===== src/common/stlc_defines.svh =====
// Offsets, masks, reset values and bit positions of the lane registers.
// Assumes a byte-addressed Avalon-MM slave with one 32-bit word per register.
`ifndef STLC_DEFINES_SVH
`define STLC_DEFINES_SVH

// ****************************************
// Register byte offsets
// ****************************************
`define STLC_ADDR_W 5
`define STLC_OFF_SLEW 5'h00
`define STLC_OFF_LEVEL 5'h04
`define STLC_OFF_LANE 5'h08
`define STLC_OFF_PORT 5'h0C
`define STLC_OFF_STATUS 5'h10

// ****************************************
// Reset values and writable masks
// ****************************************
`define STLC_SLEW_RESET 32'h0802_0000
`define STLC_SLEW_MASK 32'h1FFF_0000
`define STLC_LEVEL_RESET 32'h8953_9791
`define STLC_LEVEL_MASK 32'hFFFF_FFFF
`define STLC_LANE_RESET 4'hF

// ****************************************
// Bit positions
// ****************************************
`define STLC_POS_LOW_SWING 0
`define STLC_POS_DEEMPH_SEL 1
`define STLC_POS_SLEW_OVR 26

`endif


===== src/common/stlc_pkg.sv =====
// Field layouts of the two lane control words and of one lane's drive.
// Assumes nothing beyond the defines header for its users.
package stlc_pkg;

  // ****************************************
  // Slew and boost word, one per lane
  // ****************************************
  typedef struct packed {
    logic [2:0] rsvd;
    logic [1:0] amplitude_boost;
    logic slew_ovr;
    logic [2:0] fine_slew_rate2;
    logic [1:0] coarse_slew_rate2;
    logic [2:0] fine_slew_rate1;
    logic [1:0] coarse_slew_rate1;
    logic [15:0] unused;
  } stlc_w0_s;

  // ****************************************
  // Level and de-emphasis word, one per lane
  // ****************************************
  typedef struct packed {
    logic [3:0] drive_level_low_rate2;
    logic [3:0] drive_level_low_rate1;
    logic [2:0] fine_deemph_full_rate2_strong;
    logic [4:0] drive_level_full_rate2_strong;
    logic [2:0] fine_deemph_full_rate2_mild;
    logic [4:0] drive_level_full_rate2_mild;
    logic [2:0] fine_deemph_full_rate1;
    logic [4:0] drive_level_full_rate1;
  } stlc_w1_s;

  // ****************************************
  // Effective settings sent to one driver
  // ****************************************
  typedef struct packed {
    logic slew_max;
    logic [1:0] coarse_slew;
    logic [2:0] fine_slew;
    logic [1:0] amp_boost;
    logic [4:0] level;
    logic deemph_en;
    logic [2:0] fine_deemph;
  } stlc_drive_s;

endpackage


===== src/rtl/stlc_lane_drive.sv =====
// Picks one lane's effective driver settings from its two stored words.
// Assumes rate, swing mode and de-emphasis select are stable core_clk levels.
module stlc_lane_drive (
  input stlc_pkg::stlc_w0_s w0,
  input stlc_pkg::stlc_w1_s w1,
  input logic gen2,
  input logic low_swing,
  input logic deemph_sel,
  output stlc_pkg::stlc_drive_s drive
);
  import stlc_pkg::*;

  // ****************************************
  // Setting selection
  // ****************************************
  always_comb begin
    drive = '0;
    drive.amp_boost = w0.amplitude_boost;
    if (w0.slew_ovr) begin
      drive.slew_max = 1'b1;
    end else if (gen2) begin
      drive.coarse_slew = w0.coarse_slew_rate2;
      drive.fine_slew = w0.fine_slew_rate2;
    end else begin
      drive.coarse_slew = w0.coarse_slew_rate1;
      drive.fine_slew = w0.fine_slew_rate1;
    end
    if (low_swing) begin
      // No de-emphasis in low swing, fine setting ignored
      drive.level = gen2 ? {1'b0, w1.drive_level_low_rate2} : {1'b0, w1.drive_level_low_rate1};
    end else if (!gen2) begin
      drive.level = w1.drive_level_full_rate1;
      drive.deemph_en = 1'b1;
      drive.fine_deemph = w1.fine_deemph_full_rate1;
    end else if (deemph_sel) begin
      drive.level = w1.drive_level_full_rate2_mild;
      drive.deemph_en = 1'b1;
      drive.fine_deemph = w1.fine_deemph_full_rate2_mild;
    end else begin
      drive.level = w1.drive_level_full_rate2_strong;
      drive.deemph_en = 1'b1;
      drive.fine_deemph = w1.fine_deemph_full_rate2_strong;
    end
  end

endmodule // stlc_lane_drive


===== src/rtl/stlc_regs.sv =====
// Per-lane transmitter tuning registers behind an Avalon-MM slave.
// Assumes link_gen2 and port_rst come from logic on core_clk; rstn is fundamental reset.
//
// How it works
// - Fine rate-2 slew, bits 25:23, reset zero
// - Override bit 26 forces maximum slew
// - Amplitude boost bits 28:27, reset one
// - Rate-1 full-swing level bits 4:0, 0x11
// - Rate-1 fine de-emphasis bits 7:5, reset 4
// - Low swing ignores fine de-emphasis
// - Rate-2 mild level bits 12:8, 0x17
// - Writes reach only lanes in lane_select
// - Unselected lanes keep their stored settings
// - Low swing when low_swing_enable is one
// - deemphasis_select picks mild or strong fields
`include "stlc_defines.svh"

module stlc_regs #(
  parameter int NUM_LANES = 4
) (
  input logic core_clk,
  input logic rstn,
  input logic port_rst,
  input logic link_gen2,
  input logic [`STLC_ADDR_W-1:0] avs_address,
  input logic avs_read,
  input logic avs_write,
  input logic [31:0] avs_writedata,
  input logic [3:0] avs_byteenable,
  output logic [31:0] avs_readdata,
  output logic avs_waitrequest,
  output logic [NUM_LANES-1:0] tx_slew_max,
  output logic [NUM_LANES-1:0][1:0] tx_coarse_slew,
  output logic [NUM_LANES-1:0][2:0] tx_fine_slew,
  output logic [NUM_LANES-1:0][1:0] tx_amp_boost,
  output logic [NUM_LANES-1:0][4:0] tx_level,
  output logic [NUM_LANES-1:0] tx_deemph_en,
  output logic [NUM_LANES-1:0][2:0] tx_fine_deemph
);
  import stlc_pkg::*;

  localparam int LW = (NUM_LANES > 1) ? $clog2(NUM_LANES) : 1;

  // ****************************************
  // State
  // ****************************************
  typedef struct packed {
    stlc_w0_s [NUM_LANES-1:0] w0;
    stlc_w1_s [NUM_LANES-1:0] w1;
    stlc_drive_s [NUM_LANES-1:0] drive;
    logic [NUM_LANES-1:0] lane_select;
    logic low_swing_enable;
    logic deemphasis_select;
    logic waitreq;
    logic [31:0] rdata;
  } stlc_state_s;

  stlc_state_s state_reg;
  stlc_state_s state_next;
  stlc_drive_s [NUM_LANES-1:0] drive_sel;
  logic [LW-1:0] read_lane;
  logic write_go;

  // ****************************************
  // Helpers
  // ****************************************
  function automatic logic [31:0] merge(input logic [31:0] old, input logic [31:0] wd,
                                        input logic [3:0] be, input logic [31:0] mask);
    logic [31:0] r;
    r = old;
    for (int b = 0; b < 4; b++) begin
      if (be[b]) begin
        r[8*b +: 8] = wd[8*b +: 8];
      end
    end
    return r & mask;
  endfunction

  // Lowest selected lane answers reads; lane 0 when none
  function automatic logic [LW-1:0] first_lane(input logic [NUM_LANES-1:0] sel);
    logic [LW-1:0] f;
    f = '0;
    for (int i = NUM_LANES - 1; i >= 0; i--) begin
      if (sel[i]) begin
        f = LW'(i);
      end
    end
    return f;
  endfunction

  // ****************************************
  // Per-lane setting selection
  // ****************************************
  for (genvar g = 0; g < NUM_LANES; g++) begin : g_lane
    stlc_lane_drive u_drive (
      .w0(state_reg.w0[g]),
      .w1(state_reg.w1[g]),
      .gen2(link_gen2),
      .low_swing(state_reg.low_swing_enable),
      .deemph_sel(state_reg.deemphasis_select),
      .drive(drive_sel[g])
    );
    assign tx_slew_max[g] = state_reg.drive[g].slew_max;
    assign tx_coarse_slew[g] = state_reg.drive[g].coarse_slew;
    assign tx_fine_slew[g] = state_reg.drive[g].fine_slew;
    assign tx_amp_boost[g] = state_reg.drive[g].amp_boost;
    assign tx_level[g] = state_reg.drive[g].level;
    assign tx_deemph_en[g] = state_reg.drive[g].deemph_en;
    assign tx_fine_deemph[g] = state_reg.drive[g].fine_deemph;
  end

  assign avs_readdata = state_reg.rdata;
  assign avs_waitrequest = state_reg.waitreq;
  assign read_lane = first_lane(state_reg.lane_select);
  assign write_go = avs_write && !state_reg.waitreq;

  // ****************************************
  // Next state
  // ****************************************
  always_comb begin
    state_next = state_reg;
    state_next.waitreq = 1'b1;
    // One wait cycle per access keeps read data a flop output
    if ((avs_read || avs_write) && state_reg.waitreq) begin
      state_next.waitreq = 1'b0;
      state_next.rdata = '0;
      if (avs_read) begin
        if (avs_address == `STLC_OFF_SLEW) begin
          state_next.rdata = state_reg.w0[read_lane] & `STLC_SLEW_MASK;
        end else if (avs_address == `STLC_OFF_LEVEL) begin
          state_next.rdata = state_reg.w1[read_lane];
        end else if (avs_address == `STLC_OFF_LANE) begin
          state_next.rdata = 32'(state_reg.lane_select);
        end else if (avs_address == `STLC_OFF_PORT) begin
          state_next.rdata[`STLC_POS_LOW_SWING] = state_reg.low_swing_enable;
          state_next.rdata[`STLC_POS_DEEMPH_SEL] = state_reg.deemphasis_select;
        end else if (avs_address == `STLC_OFF_STATUS) begin
          state_next.rdata = 32'(state_reg.drive[read_lane]);
        end
      end
    end
    if (write_go) begin
      if (avs_address == `STLC_OFF_SLEW) begin
        for (int i = 0; i < NUM_LANES; i++) begin
          if (state_reg.lane_select[i]) begin
            state_next.w0[i] = stlc_w0_s'(merge(state_reg.w0[i], avs_writedata, avs_byteenable,
                                                `STLC_SLEW_MASK));
          end
        end
      end else if (avs_address == `STLC_OFF_LEVEL) begin
        for (int i = 0; i < NUM_LANES; i++) begin
          if (state_reg.lane_select[i]) begin
            state_next.w1[i] = stlc_w1_s'(merge(state_reg.w1[i], avs_writedata, avs_byteenable,
                                                `STLC_LEVEL_MASK));
          end
        end
      end else if (avs_address == `STLC_OFF_LANE) begin
        if (avs_byteenable[0]) begin
          state_next.lane_select = avs_writedata[NUM_LANES-1:0];
        end
      end else if (avs_address == `STLC_OFF_PORT) begin
        if (avs_byteenable[0]) begin
          state_next.low_swing_enable = avs_writedata[`STLC_POS_LOW_SWING];
          state_next.deemphasis_select = avs_writedata[`STLC_POS_DEEMPH_SEL];
        end
      end
    end
    // Port reset returns control to defaults only (lane_select loads STLC_LANE_RESET, port bits zero); lane words are sticky
    if (port_rst) begin
      state_next.lane_select = NUM_LANES'(`STLC_LANE_RESET);
      state_next.low_swing_enable = 1'b0;
      state_next.deemphasis_select = 1'b0;
    end
    state_next.drive = drive_sel;
  end

  // ****************************************
  // Registers
  // ****************************************
  always_ff @(posedge core_clk or negedge rstn) begin
    if (!rstn) begin
      state_reg.w0 <= {NUM_LANES{`STLC_SLEW_RESET}};
      state_reg.w1 <= {NUM_LANES{`STLC_LEVEL_RESET}};
      state_reg.drive <= '0;
      state_reg.lane_select <= NUM_LANES'(`STLC_LANE_RESET);
      state_reg.low_swing_enable <= 1'b0;
      state_reg.deemphasis_select <= 1'b0;
      state_reg.waitreq <= 1'b1;
      state_reg.rdata <= '0;
    end else begin
      state_reg <= state_next;
    end
  end
endmodule // stlc_regs

===== config.mk =====
export PLATFORM = sky130hd
export DESIGN_NAME = stlc_regs
export DESIGN_NICKNAME = d
export VERILOG_FILES = /design/src/common/stlc_pkg.sv /design/src/rtl/stlc_lane_drive.sv /design/src/rtl/stlc_regs.sv
export VERILOG_INCLUDE_DIRS = /design/src /design/src/common
export SDC_FILE = /design/constraint.sdc
export NUM_CORES = 1
export LEC_CHECK = 0
export BUFFER_PORTS_ARGS = -buffer_cell sky130_fd_sc_hd__buf_2
export CAP_MARGIN = 10
export CORE_MARGIN = 2
export CORE_UTILIZATION = 64
export DETAILED_ROUTE_END_ITERATION = 8
export HOLD_SLACK_MARGIN = 0.12
export PLACE_DENSITY = 0.9
export SKIP_LAST_GASP = 1
export SLEW_MARGIN = 25
export SYNTH_ARGS = -nofsm -noshare
export SYNTH_HDL_FRONTEND = slang
export SYNTH_SLANG_ARGS = --single-unit

===== constraint.sdc =====
create_clock -name core_clk -period 5.52 [get_ports core_clk]
set_clock_uncertainty 0.05 [all_clocks]
set_input_delay 0.276 -clock core_clk [delete_from_list [all_inputs] [get_ports core_clk]]
set_output_delay 0.276 -clock core_clk [all_outputs]
set_load 0.03 [all_outputs]

==> run summary, run 1 <==
RSZ-0062 raised after global routing = false
Drt via density = 7.141
Startpoint Class = flop
Seq/Total Area, Yosys = 0.5095
Hold Path Stages = 4
Total die area = 0.02328 sq mm
Drt total wl = 44070 um
Reg2Reg Depth = 6
P per Cell Area = 318.2 mW/mm^2
Tightest Pin Transition = 1.092 ns
Setup CP Type = flop to flop
Port Buffer Count = 147
Achievable Freq = 330.4 MHz
Layout cells sized above 1 = 0.4340
Post-CTS setup buffer count = 0
Starting density of the core = 0.6494
CTS root buf = clkbuf_16
DR vias = 10780
TritonCTS Buffers = 29
Number of synthesized flops with an enable pin = 0
Leak = 7.395 nW
HPWL after DPL = 29070 um
Area taken by multi-input logic gates = 0.005893 sq mm
CP Max Fanout = 35
Routability congestion estimate = 0.9976
Minimum clock period = 3.026 ns
CP required = 5.91 ns
CTS H-tree lvls = 1
Skew-Pair Late Insertion Delay = 0.56 ns
Synth Cell Area = 0.01413 sq mm
Residual DRC = 0
IO Count = 148
Fillers = 1395
Area grow syn2layout = 11.26%
Mean post-synth cell area = 12.39 sq um
Final hold vios = 0
Worst hold slack = 0.1322 ns
Gr usage total = 0.3705
Grt ovf = 0
Main synth FF type = dfrtp_1
FF+latch count, synth = 284
Post-synth ARST share = 1.000
Placed instance area = 0.01434 sq mm
First-pass GRT wire length = 66380 um
Max Slew Vio Count = 0
Count leader, synth = dfrtp_1
Std cell rows = 54
Hold Path End = avs_readdata[2]
Floorplan Core Area = 0.02176 sq mm
Start of the worst register-to-register path = state_reg[35]
Class of the worst hold path = input port to flop
Crit end category = flop
Hold Crit Start = avs_address[1]
Design Area, Final = 0.01572 sq mm
Outcome = finished, final reports clean
Number of max-cap violations = 0
Placed insts = 1417
Fin cells = 1509
Syn nets = 1187
Yosys top cell by area = dfrtp_1
Total of cells resized after clock tree synthesis = 0
Synth cell count leaders = dfrtp_1 (211), mux2_2 (164), buf_4 (100)
CTS Hold Bufs = 36
Initial antenna violation count = 2
Largest net degree at the start of global routing = 147
R2r setup slk = 2.49 ns
Vias in the first global route = 10850
Setup Total Neg Slack = 0 ns
Number of flip-flops in the largest register = 186
Nets = 1252
Seq. cell area = 0.007198 sq mm
Endpoints failing setup = 0
CTS Buffer Depth = 3
R2R Path End = avs_readdata[9]
Peak VDD IR = 338.6 uV
Share of the synthesized area in the top cell type = 0.3737
CP arrival = 3.42 ns
Area contributors post-synth = dfrtp_1 (37%), dfstp_2 (14%), mux2_2 (13%)
Post-synth cell types = 59
Worst slew margin = 0.2696
Wirelength per Cell = 29.21 um
Die H = 152.6 um
Die X = 152.6 um
Clock-pin slew on the worst setup and hold paths = 0.07 ns
Yosys Warn Count = 0
CTS sink cnt = 284
CTS tree = done
Drt first pass iters = 6
Post-DRT Antenna Nets = 0
DR iter-0 viols = 1643
Mapped Cells = 1140
Fin crit share = 0.5483
==> metrics by stage <==
step / util / worst slack (ns) / total power [mW]
final: 0.7225 / 2.494 / 5.001
after global routing: 0.7224 / 2.474 / 5.120
after CTS: 0.7211 / 2.657 / 4.977
after detailed placement: 0.6589 / 2.738 / 2.953
after global placement: 0.6589 / 2.823 / 2.931
after floorplan: - / 3.537 / 2.758
==> worst max path at each step <==
stage                   from  slack (ns)          endpoint
5_1_grt        state_reg[35]        2.47   avs_readdata[9]
4_1_cts        state_reg[35]        2.66   avs_readdata[9]
2_1_floorplan  state_reg[37]        3.54  avs_readdata[30]
3_5_place_dp   state_reg[35]        2.74   avs_readdata[9]
3_3_place_gp   state_reg[35]        2.82   avs_readdata[9]
6_report       state_reg[35]        2.49   avs_readdata[9]
==> critical path: stages (launching register included) <==
cell and delay [ns]:
dfstp_2 0.55, nor2_4 0.55, buf_4 0.49, nand2_1 0.58, o22ai_1 0.32, nor3_1 0.08, a211o_1 0.27
==> cell usage in the layout (no fill, tap or decap), types with 5 or more instances in the layout <==
cell           instances
o221ai_1              20
dfstp_2               73
nor3_1                10
o21ai_0               35
nor2b_1                5
nor2_8                 5
dfrtp_1              211
a21oi_1               29
clkbuf_8               7
dlygate4sd3_1         36
nand2_1               42
clkbuf_1               6
or3b_2                10
buf_2                146
nor2_4                10
nand3_1               19
mux2i_1               41
mux2_1                 8
o31ai_1               11
or3_1                  5
o22a_1                 9
a22oi_1               10
inv_1                  9
a211oi_1              37
mux2_2               164
nand2_2                5
mux2_4                24
nor2_1                54
o22ai_1               39
mux4_2                16
buf_4                 12
clkbuf_16             30
and3_1                13
a211o_1                9
==> layout make-up <==
class                   instances  share of cell area
inverters                      10            0.002388
repair buffers                197             0.07912
clock inverters                11            0.007880
clock buffers                  43             0.05532
multi-input cells             683              0.3749
flip-flops and latches        284              0.4579
well taps                     280             0.02229
diodes                          1           0.0001592
==> logic make-up after synthesis <==
family	Yosys count	synth area share
mux	253	0.2171
simple gates	203	0.08776
flops	284	0.5095
buf+inv	173	0.07474
compound gates	227	0.1109
==> routing by layer <==
metal	up-vias	GRT usage	wire length [um]
met5	-	0	30
met2	1015	0.5588	19500
met3	259	0.1027	6048
met1	5231	0.4965	15620
li1	4267	-	-
met4	4	0.1896	2875
==> where the power goes <==
part	switching, mW	internal (mW)
clock network	0.847	1.19
registers	0.173	2.26
logic	0.309	0.222
total	1.33	3.67
(Power assumes the default switching activity.)
==> run 2: changes to the inputs <==
--- a/config.mk
+++ b/config.mk
@@ -6,13 +6,14 @@
 export SDC_FILE = /design/constraint.sdc
 export NUM_CORES = 1
 export LEC_CHECK = 0
+export ABC_AREA = 1
 export BUFFER_PORTS_ARGS = -buffer_cell sky130_fd_sc_hd__buf_2
 export CAP_MARGIN = 10
 export CORE_MARGIN = 2
-export CORE_UTILIZATION = 64
+export CORE_UTILIZATION = 59
 export DETAILED_ROUTE_END_ITERATION = 8
 export HOLD_SLACK_MARGIN = 0.12
-export PLACE_DENSITY = 0.9
+export PLACE_DENSITY = 0.84
 export SKIP_LAST_GASP = 1
 export SLEW_MARGIN = 25
 export SYNTH_ARGS = -nofsm -noshare
==> constraint.sdc (replaced) <==
create_clock -name core_clk -period 3 [get_ports core_clk]
set_clock_uncertainty 0.05 [all_clocks]
set_input_delay 0.15 -clock core_clk [delete_from_list [all_inputs] [get_ports core_clk]]
set_output_delay 0.15 -clock core_clk [all_outputs]
set_load 0.03 [all_outputs]
==> run 2 against run 1 <==
Combinational power grew to 2.7 times the previous value. Utilization shrank 4.3 points. Setup slack worse by 2.3 ns. Design area grew 2.1%. Critical path depth increased by 3. Final cell count is 45% higher. Total power increased by 90%. Flip-flop and latch count is the same. Critical endpoint is now state_reg[34].
==> run summary, run 2 <==
Reg2Reg Depth = 9 (+3)
Design Area, Final = 0.01605 sq mm (+2.1%)
Hold Crit Start = avs_address[2]
First-pass GRT wire length = 72800 um (+9.7%)
Placed instance area = 0.01455 sq mm (+1.5%)
Critical path's top delay family = buffers and inverters
Post-Synth Simple-Gate Area = 0.2278 (+0.1401)
Post-synth cell types = 29 (-51%)
Number of synthesized flops with an enable pin = 0 (unchanged)
Worst path max stage delay = 0.58 ns (about the same)
Hold Path End = avs_readdata[15]
Mapped Cells = 1794 (+57%)
CTS sink cnt = 284 (unchanged)
Synth Area in Compound Gates = 0.1553 (+0.04445)
Outcome = finished, final reports clean
Syn nets = 1841 (+55%)
Synth Cell Area = 0.01431 sq mm (+1.3%)
Tot Pwr = 9.501 mW (+90%)
Commonest non-fill, non-tap cells in the layout = nand2_1 (510), o21ai_0 (259), dfrtp_1 (211)
Mean post-synth cell area = 7.974 sq um (-36%)
Std cell rows = 56 (+3.7%)
R2R Path End = state_reg[34]
Die X = 159.7 um (+4.7%)
Gr usage total = 0.3634 (-0.007083)
Xor/xnor share of the synthesized area = 0 (unchanged)
Synth cell count leaders = nand2_1 (513), o21ai_0 (260), dfrtp_1 (211)
IO Count = 148 (unchanged)
Number of flip-flops in the largest register = 186 (unchanged)
Hold Path Stages = 6 (+2)
Setup CP Type = flop to flop
Number of max-cap violations = 0 (unchanged)
Worst slew margin = 0.3497 (+0.08013)
CP Max Fanout = 8 (-77%)
Nets = 1897 (+52%)
Ant diodes = 0 (-1)
FF+latch count, synth = 284 (unchanged)
Largest net degree at the start of global routing = 95 (-35%)
Initial antenna violation count = 0 (-2)
Drt via density = 6.032 (-16%)
Final hold vios = 0 (unchanged)
Layout cells sized above 1 = 0.1846 (-0.2494)
Start of the worst register-to-register path = avs_waitrequest
Vias in the first global route = 12900 (+19%)
Share of the synthesized area in the top cell type = 0.3691 (-0.004641)
R2r setup slk = 0.17 ns (-2.33 ns)
Crit end category = flop
CTS tree = done
DR vias = 13230 (+23%)
Grt ovf = 0 (unchanged)
Drt total wl = 46460 um (+5.4%)
Yosys top cell by area = dfrtp_1
Startpoint Class = flop
Setup Total Neg Slack = 0 ns (unchanged)
CP required = 3.37 ns (-2.54 ns)
Drt first pass iters = 6 (unchanged)
Peak VDD IR = 386.5 uV (+14%)
Area contributors post-synth = dfrtp_1 (37%), nand2_1 (13%), dfstp_2 (13%)
CTS H-tree lvls = 1 (unchanged)
Leading cell type in the layout, fill and taps excluded = nand2_1
DR iter-0 viols = 1732 (+5.4%)
CP cell instances = inv_1 > nand2_2 > inv_1 > a21oi_1 > a21oi_1 > nand3_1 > dlygate4sd3_1 > o21ai_0 > dlygate4sd3_1
CP bufs+invs = 4 (+3)
Skew-Pair Late Insertion Delay = 0.56 ns (about the same)
Post-synth ARST share = 1.000 (unchanged)
Largest family of logic cells by synthesized area = simple AND/OR/NAND/NOR gates
Yosys Warn Count = 0 (unchanged)
Area grow syn2layout = 12.21%
CTS root buf = clkbuf_16
Tightest Pin Transition = 0.9681 ns (-0.1242 ns)
Fin crit share = 0.9445 (+0.3963)
Main synth FF type = dfrtp_1
Clock-pin slew on the worst setup and hold paths = 0.06 ns (about the same)
Floorplan Core Area = 0.02361 sq mm (+8.5%)
Minimum clock period = 2.834 ns (-0.1928 ns)
Post-Synth Adder-Cell Area = 0 (unchanged)
Post-CTS setup buffer count = 0 (unchanged)
HPWL after DPL = 31250 um (+7.5%)
P per Cell Area = 591.8 mW/mm^2 (+86%)
CP arrival = 3.21 ns (-0.21 ns)
Endpoints failing setup = 0 (unchanged)
Max Slew Vio Count = 0 (unchanged)
TritonCTS Buffers = 30 (+3.4%)
Residual DRC = 0 (unchanged)
Count leader, synth = nand2_1
Crit-path slowest cell = dlygate4sd3_1
Die H = 159.7 um (+4.7%)
Starting density of the core = 0.6059 (-0.04354)
Achievable Freq = 352.9 MHz (+6.8%)
RSZ-0062 raised after global routing = false
CTS Buffer Depth = 3 (unchanged)
Total die area = 0.02551 sq mm (+9.6%)
Class of the worst hold path = input port to flop
Post-DRT Antenna Nets = 0 (unchanged)
Leak = 7.711 nW (+4.3%)
Port Buffer Count = 147 (unchanged)
Seq/Total Area, Yosys = 0.5031 (-0.006327)
Post-synthesis mux area share = 0 (-0.2171)
Wirelength per Cell = 21.19 um (-27%)
Routability congestion estimate = 0.9566 (-4.1%)
run 2: cell count changes after synthesis, sizes merged, moves of 20 or more:
cell	delta
nand3	+129
o22ai	-27
a21oi	+83
mux2	-196
nand2	+486
o221ai	-20
buf	+35
mux2i	-41
o21ai	+247
a211oi	-37
inv	+94
run 2: kinds of logic after synthesis:
| kind of cell | count (synthesis) |
|---|---|
| AO/OA/AOI/OAI | 430 |
| buffers and inverters | 306 |
| flip-flops | 284 |
| AND/OR/NAND/NOR | 774 |
run 2: power by group:
group	total, mW	internal [mW]	switching [mW]	leakage, nW
Combinational	1.46	0.434	1.02	3.57
Clock	3.76	2.22	1.54	0.493
Sequential	4.29	4.08	0.202	3.65
Total	9.50	6.74	2.76	7.71
run 2: tightest hold or removal path: stages:
cell and delay (ns):
buf_2 0.11, inv_1 0.05, nand2_2 0.13, nor4_4 0.13, nand2_1 0.09, nand3_1 0.06
run 2: area by class of cell:
class	count	area (sq um)
clock buffers	49	943.4
clock inverters	7	65.06
fillers	1874	7560
inverters	105	394.1
multi-input cells	1204	5524
flip-flops and latches	284	7198
well taps	319	399.1
repair buffers	225	1529
run 2: per-stage QoR:
stage	util	hold slack [ns]	setup slack, ns	instances
3_3_place_gp	0.6164	0.1894	0.8873	2088
6_report	0.6798	0.1563	0.1664	2193
3_5_place_dp	0.6164	0.1942	0.8418	2088
2_1_floorplan	-	-0.1956	1.219	1794
4_1_cts	0.6798	0.1360	0.1033	2193
5_1_grt	0.6798	0.1814	0.06252	2193
run 2: repair_timing:
action,4_1_cts,5_1_grt
gates resized for setup,0,1
hold buffers,49,0
setup endpoints to repair,0,2
hold endpoints to repair,291,0
run 2: metal layers:
layer | vias to the layer above | wire, um | part of all wire | global-route usage
li1 | 5884 | - | - | -
met2 | 915 | 21020 | 0.45 | 0.5726
met4 | 0 | 2390 | 0.051 | 0.1674
met5 | - | 0 | 0 | 0
met3 | 178 | 5549 | 0.12 | 0.07221
met1 | 6252 | 17510 | 0.38 | 0.4889
run 2: how the worst max path moves through the flow:
| stage | startpoint | endpoint | slack, ns | cells after the start |
|---|---|---|---|---|
| CTS | avs_address[0] | state_reg[37] | 0.10 | 11 |
| global route | avs_address[0] | state_reg[35] | 0.06 | 11 |
| floorplan | avs_waitrequest | avs_readdata[12] | 1.22 | 7 |
| finish | avs_waitrequest | state_reg[34] | 0.17 | 9 |
| detailed placement | state_reg[35] | avs_readdata[15] | 0.84 | 6 |
| global placement | state_reg[35] | avs_readdata[6] | 0.89 | 8 |
